===== config.mk =====
export PLATFORM = sky130hd
export DESIGN_NAME = bse_core
export DESIGN_NICKNAME = d
export VERILOG_FILES = /design/src/inc/bse_pkg.sv /design/src/design/bse_core.sv
export SDC_FILE = /design/constraint.sdc
export NUM_CORES = 1
export LEC_CHECK = 0
export BUFFER_PORTS_ARGS = -buffer_cell sky130_fd_sc_hd__buf_2
export CAP_MARGIN = 20
export CORE_MARGIN = 5
export CORE_UTILIZATION = 35
export DETAILED_ROUTE_END_ITERATION = 8
export GPL_TIMING_DRIVEN = 1
export PLACE_DENSITY = 0.56
export SYNTH_ARGS = -nofsm -noshare
export SYNTH_HDL_FRONTEND = slang
export SYNTH_SLANG_ARGS = --single-unit

===== constraint.sdc =====
create_clock -name core_clk_i -period 5.3 [get_ports core_clk_i]
set_clock_uncertainty 0.15 [all_clocks]
set_input_delay 0.795 -clock core_clk_i [delete_from_list [all_inputs] [get_ports core_clk_i]]
set_output_delay 0.795 -clock core_clk_i [all_outputs]
set_load 0.02 [all_outputs]

===== src/inc/bse_pkg.sv =====
// package for the tester status and error insertion block
// assumes a byte-wide register port on one 100 MHz clock
package bse_pkg;
  // register offsets
  localparam logic [7:0] OFF_LIVE_STATUS = 8'h0c;
  localparam logic [7:0] OFF_LATCHED_STATUS = 8'h0e;
  localparam logic [7:0] OFF_IRQ_ENABLE = 8'h10;
  localparam logic [7:0] OFF_ERR_CNT0 = 8'h14;
  localparam logic [7:0] OFF_ERR_CNT1 = 8'h15;
  localparam logic [7:0] OFF_ERR_CNT2 = 8'h16;
  localparam logic [7:0] OFF_BIT_CNT0 = 8'h18;
  localparam logic [7:0] OFF_BIT_CNT1 = 8'h19;
  localparam logic [7:0] OFF_BIT_CNT2 = 8'h1a;
  localparam logic [7:0] OFF_BIT_CNT3 = 8'h1b;
  // status field positions
  localparam int BIT_SYNC = 0;
  localparam int BIT_ERRCNT = 1;
  localparam int BIT_BITERR = 2;
  localparam int BIT_UPDATE = 3;
  // control bit positions on the control input byte
  localparam int BIT_SRC_SEL = 0;
  localparam int BIT_SW_INS = 1;
  localparam int BIT_SE_EN = 2;
  // reset value and counter limits
  localparam logic [7:0] RST_BYTE = 8'h00;
  localparam logic [23:0] ERR_MAX = 24'hff_ffff;
  localparam logic [31:0] BIT_MAX = 32'hffff_ffff;
endpackage : bse_pkg


===== src/design/bse_core.sv =====
// tester status, latched events, counters and single error insertion
// assumes control bits and pattern checker results arrive on core_clk_i;
// the external insert and remote update pins are asynchronous
// the host lowers the sw insert bit before each new request
// clk_en_i low freezes every register, strobes included
module bse_core
(
  // clock, synchronous reset and run enable
  input wire logic core_clk_i,
  input wire logic nrst_i,
  input wire logic clk_en_i,
  // register port
  input wire logic [7:0] reg_addr_i,
  input wire logic reg_rd_i,
  input wire logic reg_wr_i,
  input wire logic [7:0] reg_wdata_i,
  // read data holds until the next read strobe
  output logic [7:0] reg_rdata_o,
  // control byte from the insertion control register
  input wire logic [7:0] insert_ctrl_i,
  input wire logic ext_error_insert_input_i,
  // update request control
  input wire logic update_request_source_i,
  input wire logic local_update_request_i,
  input wire logic remote_update_request_i,
  // transmit stream
  input wire logic tx_bit_valid_i,
  input wire logic tx_data_i,
  // outgoing bit, inverted once per armed error
  output logic tx_data_o,
  // receive checker results
  input wire logic rx_bit_valid_i,
  input wire logic rx_bit_error_i,
  input wire logic rx_out_of_sync_i,
  // level request, or of enabled latched flags
  output logic irq_o
);

  // synchronisers for the asynchronous pins
  logic [1:0] ext_sync_q;
  logic [1:0] rem_sync_q;
  // edge trackers
  logic trig_prev_q;
  // armed error waiting for the next tx bit
  logic pend_q;
  // previous update request, for its rising edge
  logic req_prev_q;
  // live status
  logic out_of_sync_q;
  logic counter_update_done_q;
  // latched flags and enables
  logic [3:0] latched_q;
  logic [3:0] irq_en_q;
  // running and snapshot counters
  logic [23:0] err_run_q;
  logic [31:0] bit_run_q;
  // snapshots are what the host reads
  logic [23:0] err_snap_q;
  logic [31:0] received_bit_count_q;
  // count status and edge history
  logic error_count_nonzero_q;
  logic errcnt_prev_q;
  logic upd_prev_q;

  // combinational helpers
  logic trig;
  logic update_req;
  logic update_rise;
  // one event bit per latched flag position
  logic [3:0] events;
  // assembled live status byte
  logic [7:0] live_byte;
  // read strobe aimed at the latched register
  logic rd_latched;

  // two-flop sync of pins
  // the first stage may go metastable, so only the second
  // stage is read by any logic below
  always_ff @(posedge core_clk_i)
  begin
    if (!nrst_i)
    begin
      ext_sync_q <= 2'h0;
      rem_sync_q <= 2'h0;
    end
    else if (clk_en_i)
    begin
      ext_sync_q <= {ext_sync_q[0], ext_error_insert_input_i};
      rem_sync_q <= {rem_sync_q[0], remote_update_request_i};
    end
  end

  // trigger mux: select 0 uses gated sw bit, 1 uses pin
  // flipping the select while either source is high can make
  // a rising edge here, which arms one error
  always_comb
  begin
    if (insert_ctrl_i[bse_pkg::BIT_SRC_SEL])
      trig = ext_sync_q[1];
    else
      trig = insert_ctrl_i[bse_pkg::BIT_SW_INS] &
             insert_ctrl_i[bse_pkg::BIT_SE_EN];
  end

  // update request source select
  // the remote pin is read only after its synchroniser; a source
  // change while the two requests differ may look like a request
  always_comb
  begin
    if (update_request_source_i)
      update_req = rem_sync_q[1];
    else
      update_req = local_update_request_i;
  end

  // one-cycle pulse on each new update request
  assign update_rise = update_req & ~req_prev_q;

  // pending error: one rising edge arms it, next tx bit spends it
  // an edge in the same cycle as a tx bit arms the following bit,
  // so no request is lost; tx_data_o holds between valid bits
  always_ff @(posedge core_clk_i)
  begin
    if (!nrst_i)
    begin
      trig_prev_q <= 1'b0;
      pend_q <= 1'b0;
      tx_data_o <= 1'b0;
    end
    else if (clk_en_i)
    begin
      trig_prev_q <= trig;
      // extra edges before the next bit collapse into one
      if (trig & ~trig_prev_q)
        pend_q <= 1'b1;
      else if (tx_bit_valid_i)
        pend_q <= 1'b0;
      // the armed error is spent on this bit
      if (tx_bit_valid_i)
        tx_data_o <= tx_data_i ^ pend_q;
    end
  end

  // sync status and update status
  // the done bit is cleared at the next edge after the request
  // drops; the live byte also masks it at once with the request
  always_ff @(posedge core_clk_i)
  begin
    if (!nrst_i)
    begin
      out_of_sync_q <= 1'b0;
      counter_update_done_q <= 1'b0;
      req_prev_q <= 1'b0;
    end
    else if (clk_en_i)
    begin
      out_of_sync_q <= rx_out_of_sync_i;
      req_prev_q <= update_req;
      // a dropped request clears done before any new rise
      if (!update_req)
        counter_update_done_q <= 1'b0;
      else if (update_rise)
        counter_update_done_q <= 1'b1;
    end
  end

  // counters: run, snapshot on update, restart
  // both counters stop at all ones instead of wrapping, and
  // neither counts while the checker reports loss of sync;
  // a bit that arrives with the update request is dropped
  always_ff @(posedge core_clk_i)
  begin
    if (!nrst_i)
    begin
      err_run_q <= 24'h00_0000;
      bit_run_q <= 32'h0000_0000;
      err_snap_q <= 24'h00_0000;
      received_bit_count_q <= 32'h0000_0000;
    end
    else if (clk_en_i)
    begin
      // an update wins over counting in the same cycle
      if (update_rise)
      begin
        err_snap_q <= err_run_q;
        received_bit_count_q <= bit_run_q;
        err_run_q <= 24'h00_0000;
        bit_run_q <= 32'h0000_0000;
      end
      // count only valid bits seen while in sync
      else if (rx_bit_valid_i && !rx_out_of_sync_i)
      begin
        if (bit_run_q != bse_pkg::BIT_MAX)
          bit_run_q <= bit_run_q + 32'h0000_0001;
        if (rx_bit_error_i && err_run_q != bse_pkg::ERR_MAX)
          err_run_q <= err_run_q + 24'h00_0001;
      end
    end
  end

  // live count status follows readable count
  // follows the snapshot, so it changes only after an update
  always_ff @(posedge core_clk_i)
  begin
    if (!nrst_i)
      error_count_nonzero_q <= 1'b0;
    else if (clk_en_i)
      error_count_nonzero_q <= (err_snap_q != 24'h00_0000);
  end

  // edge history for latched events
  // reset to the idle level of each source, so no false edge
  // follows the release of reset
  always_ff @(posedge core_clk_i)
  begin
    if (!nrst_i)
    begin
      errcnt_prev_q <= 1'b0;
      upd_prev_q <= 1'b0;
    end
    else if (clk_en_i)
    begin
      errcnt_prev_q <= error_count_nonzero_q;
      upd_prev_q <= counter_update_done_q;
    end
  end

  // event vector per flag position
  // the sync event compares the raw input with the registered
  // status, so it fires in the cycle before the status moves;
  // bit errors only count while the checker is in sync
  always_comb
  begin
    events = 4'h0;
    events[bse_pkg::BIT_SYNC] = out_of_sync_q ^ rx_out_of_sync_i;
    events[bse_pkg::BIT_ERRCNT] = error_count_nonzero_q &
                                  ~errcnt_prev_q;
    events[bse_pkg::BIT_BITERR] = rx_bit_valid_i & rx_bit_error_i &
                                  ~rx_out_of_sync_i;
    events[bse_pkg::BIT_UPDATE] = counter_update_done_q &
                                  ~upd_prev_q;
  end

  // a read of the latched register clears what it returns
  assign rd_latched = reg_rd_i && (reg_addr_i == bse_pkg::OFF_LATCHED_STATUS);

  // latched flags: set beats read clear
  // an event in the read cycle stays set for the next read,
  // so no event is lost between the read and the clear
  always_ff @(posedge core_clk_i)
  begin
    if (!nrst_i)
      latched_q <= 4'h0;
    else if (clk_en_i)
    begin
      if (rd_latched)
        latched_q <= events;
      else
        latched_q <= latched_q | events;
    end
  end

  // interrupt enable register
  // only the low four bits exist; other offsets ignore writes
  always_ff @(posedge core_clk_i)
  begin
    if (!nrst_i)
      irq_en_q <= 4'h0;
    else if (clk_en_i && reg_wr_i && reg_addr_i == bse_pkg::OFF_IRQ_ENABLE)
      irq_en_q <= reg_wdata_i[3:0];
  end

  // interrupt request from enabled flags
  // registered, so the request drops one cycle after the
  // flags clear or their enables go low
  always_ff @(posedge core_clk_i)
  begin
    if (!nrst_i)
      irq_o <= 1'b0;
    else if (clk_en_i)
      irq_o <= |(latched_q & irq_en_q);
  end

  // live status byte
  // unused bits read as zero
  always_comb
  begin
    live_byte = bse_pkg::RST_BYTE;
    live_byte[bse_pkg::BIT_SYNC] = out_of_sync_q;
    live_byte[bse_pkg::BIT_ERRCNT] = error_count_nonzero_q;
    live_byte[bse_pkg::BIT_UPDATE] = counter_update_done_q &
                                     update_req;
  end

  // read data register; unmapped reads give zero
  // counts are read a byte at a time from the snapshot, which
  // only moves on an update, so bytes read with no update between them agree
  always_ff @(posedge core_clk_i)
  begin
    if (!nrst_i)
      reg_rdata_o <= bse_pkg::RST_BYTE;
    else if (clk_en_i && reg_rd_i)
    begin
      case (reg_addr_i)
        bse_pkg::OFF_LIVE_STATUS: reg_rdata_o <= live_byte;
        bse_pkg::OFF_LATCHED_STATUS: reg_rdata_o <= {4'h0, latched_q};
        bse_pkg::OFF_IRQ_ENABLE: reg_rdata_o <= {4'h0, irq_en_q};
        bse_pkg::OFF_ERR_CNT0: reg_rdata_o <= err_snap_q[7:0];
        bse_pkg::OFF_ERR_CNT1: reg_rdata_o <= err_snap_q[15:8];
        bse_pkg::OFF_ERR_CNT2: reg_rdata_o <= err_snap_q[23:16];
        bse_pkg::OFF_BIT_CNT0: reg_rdata_o <= received_bit_count_q[7:0];
        bse_pkg::OFF_BIT_CNT1: reg_rdata_o <= received_bit_count_q[15:8];
        bse_pkg::OFF_BIT_CNT2: reg_rdata_o <= received_bit_count_q[23:16];
        bse_pkg::OFF_BIT_CNT3: reg_rdata_o <= received_bit_count_q[31:24];
        default: reg_rdata_o <= bse_pkg::RST_BYTE;
      endcase
    end
  end

endmodule : bse_core


==> impl_metrics.py <==
metrics = {
    "run_status": {
        "status": "complete, no violations",
    },
    "clocking": {
        "cts.path.max_buffers": 2,
        "cts_resized": 0,
        "cts_inserted_buffers": 17,
        "cts_tree": "done",
        "insertion_delay_ns": 0.42,
        "clock_sinks": 142,
        "root_buffer": "clkbuf_16",
        "cts_hold_buf": 0,
        "cts_max_level": 4,
        "post_cts_buffers": 0,
        "cts.clk_slew.worst_paths_ns": 0.06,
    },
    "sta": {
        "max-slew-margin-rel_pct": 38.1,
        "fmax_ghz": 0.328,
        "worst_slew_pin_slew_ns": 0.926,
        "tns_ns": 0,
        "hold_viol": 0,
        "rsz0062_at_grt": "false",
        "fin_crit_ns": 3.04,
        "finalSetupViolations": 0,
        "finalCritPeriodShare_pct": 57.4,
        "slew_viol_final": 0,
    },
    "power_and_ir_drop": {
        "leakage_uw": 0.00263,
        "peakVddDrop_mv": 0.162,
        "switching_share_pct": 24.6,
        "pwr-share-clk_pct": 47.5,
        "switching_power_uw": 567,
        "p_total_uw": 2300,
        "seqPwrFrac_pct": 46.9,
        "p_per_area_nw_per_um2": 293,
        "intPower_uw": 1740,
        "power_frac_comb_pct": 5.6,
    },
    "finish": {
        "drive_gt1_share_pct": 13.5,
        "area_growth_pct": 13.0,
        "fin_area_um2": 7870,
        "antenna_cells": 0,
        "layout.nets": 878,
        "instances_no_fill": 1116,
    },
    "grt": {
        "grt-ovfl-total": 0,
        "track_usage_pct": 17.3,
        "antenna_found_initial": 1,
        "grt_pass1_wl_um": 31000,
        "grt_max_degree": 62,
        "grt_pass1_vias": 5701,
    },
    "synth": {
        "synth_edf_count": 0,
        "ys_types": 72,
        "async_flop_share_pct": 0,
        "synthTopCellsByArea": "dfxtp_1 41%, nand2_1 9.1%, a21oi_1 6.4%, mux2i_1 3.3%, mux4_2 2.6%",
        "ys_ff_latch": 142,
        "synthFlopType": "dfxtp_1",
        "synth_top_cell_area_share_pct": 40.8,
        "yosysWarningCount": 0,
        "syn_area_um2": 6970,
        "yosys.area.top_type": "dfxtp_1",
        "yosysSeqAreaShare_pct": 40.8,
        "synth_common_cells": "168 x nand2_1, 142 x dfxtp_1, 89 x a21oi_1, 33 x nor2_1, 27 x clkbuf_1",
        "syn_nets": 869,
        "syn_inst": 829,
        "syn_area_per_cell_um2": 8.40,
        "synth_most_common_cell": "nand2_1",
    },
    "worst_setup_path": {
        "worst-setup-path-type": "in -> reg",
        "cp.arrival_ns": 3.26,
        "crit_required_ns": 5.51,
        "critPathCaptureType": "flop",
        "worst-path-max-fanout": 34,
        "setup.worst_path.start_class": "input pin",
    },
    "floorplan": {
        "core-area_um2": 19500,
        "ioPinCount": 48,
        "initial_core_util_pct": 35.7,
        "die-width_um": 151,
        "die-area_um2": 22800,
        "rows": 51,
        "die_height_um": 151,
    },
    "routing": {
        "drc_errors": 0,
        "viasPerCell": 5.60,
        "drtPass1Iterations": 5,
        "wire_per_inst_um": 17.2,
        "drtAntennaViolNets": 0,
        "routed_wl_um": 19200,
        "first_iter_violations": 485,
        "vias": 6254,
    },
    "placement": {
        "io_buffer_count": 38,
        "place.gp.congestion": 0.839,
        "hpwl_um": 13100,
        "placed_area_um2": 7320,
        "dp_cells": 1084,
    },
    "min_path": {
        "hp-class": "reg -> reg",
    },
    "flow_run": {
        "drv_cap": 0,
    },
}
==> layout by cell type, fill, tap and decap left out, drive strengths merged, types with 13 or more instances in the layout <==
master,instances
nor3,14
mux2i,24
dfxtp,142
or3,14
nand2,168
nand3,25
nand4,24
clkbuf,20
a22oi,13
a22o,15
o21ai,22
a21oi,89
nor4,15
nor2,33
buf,50
and3,13
inv,14
==> power groups by stage <==
stage	sequential (µW)	clock, µW	combinational, µW
2_1_floorplan	1100	0	87.7
3_3_place_gp	1100	0	129
3_5_place_dp	1100	0	130
4_1_cts	1080	1110	130
5_1_grt	1080	1160	142
6_report	1080	1090	129
==> state kept, by name, summed over array words and instances (netlist names) <==
| register | flops |
|---|---|
| bit_run_q | 32 |
| received_bit_count_q | 32 |
| err_run_q | 24 |
| err_snap_q | 24 |
| reg_rdata_o | 8 |
| irq_en_q | 4 |
| latched_q | 4 |
| ext_sync_q | 2 |
| rem_sync_q | 2 |
| counter_update_done_q | 1 |
| errcnt_prev_q | 1 |
| error_count_nonzero_q | 1 |
| irq_o | 1 |
| out_of_sync_q | 1 |
| pend_q | 1 |
| req_prev_q | 1 |
| trig_prev_q | 1 |
| tx_data_o | 1 |
| upd_prev_q | 1 |
==> cell families after synthesis <==
kind of cell | Yosys count | synth area share [%]
buffers and inverters | 73 | 4.69
adder cells (fa/ha/maj) | 2 | 0.359
multiplexers | 33 | 6.25
AND/OR/NAND/NOR | 358 | 26.1
XOR/XNOR | 8 | 1.01
AO/OA/AOI/OAI | 213 | 20.8
flip-flops | 142 | 40.8
==> per-stage QoR <==
stage	util, %	setup WS (ns)	hold WS [ns]
after CTS	40.3	2.24	0.303
after floorplan	-	2.94	0.283
after detailed placement	37.5	1.80	0.297
final	40.3	2.26	0.303
after global placement	37.5	1.78	0.292
after global routing	40.3	2.05	0.322
==> worst paths after layout <==
path | from | end | slack [ns] | cells past startpoint
max | clk_en_i | bit_run_q[15] | 2.26 | 6
min | received_bit_count_q[18] | received_bit_count_q[18] | 0.30 | 2
max reg2reg | bit_run_q[0] | bit_run_q[5] | 2.40 | 7
min reg2reg | received_bit_count_q[18] | received_bit_count_q[18] | 0.30 | 2
==> critical path: stages <==
cell and delay [ns]:
buf_2 0.29, nand2b_1 0.32, or2_2 0.64, nand2_1 0.62
a2111o_1 0.51, nand2_1 0.07
==> routing by layer <==
metal	GRT usage [%]	routed length (µm)	up-vias
li1	-	-	3091
met1	24.7	9330	2936
met2	25.6	8360	203
met3	4.01	1220	22
met4	5.67	253	2
met5	0	13	-
==> area by class of cell <==
class,instances,area (µm²)
clock buffers,20,457
clock inverters,12,90.1
fillers,2017,11700
inverters,13,48.8
multi-input cells,614,3810
flip-flops and latches,142,2840
well taps,265,332
repair buffers,50,293
Note: power is estimated with default switching activity, not from simulation.
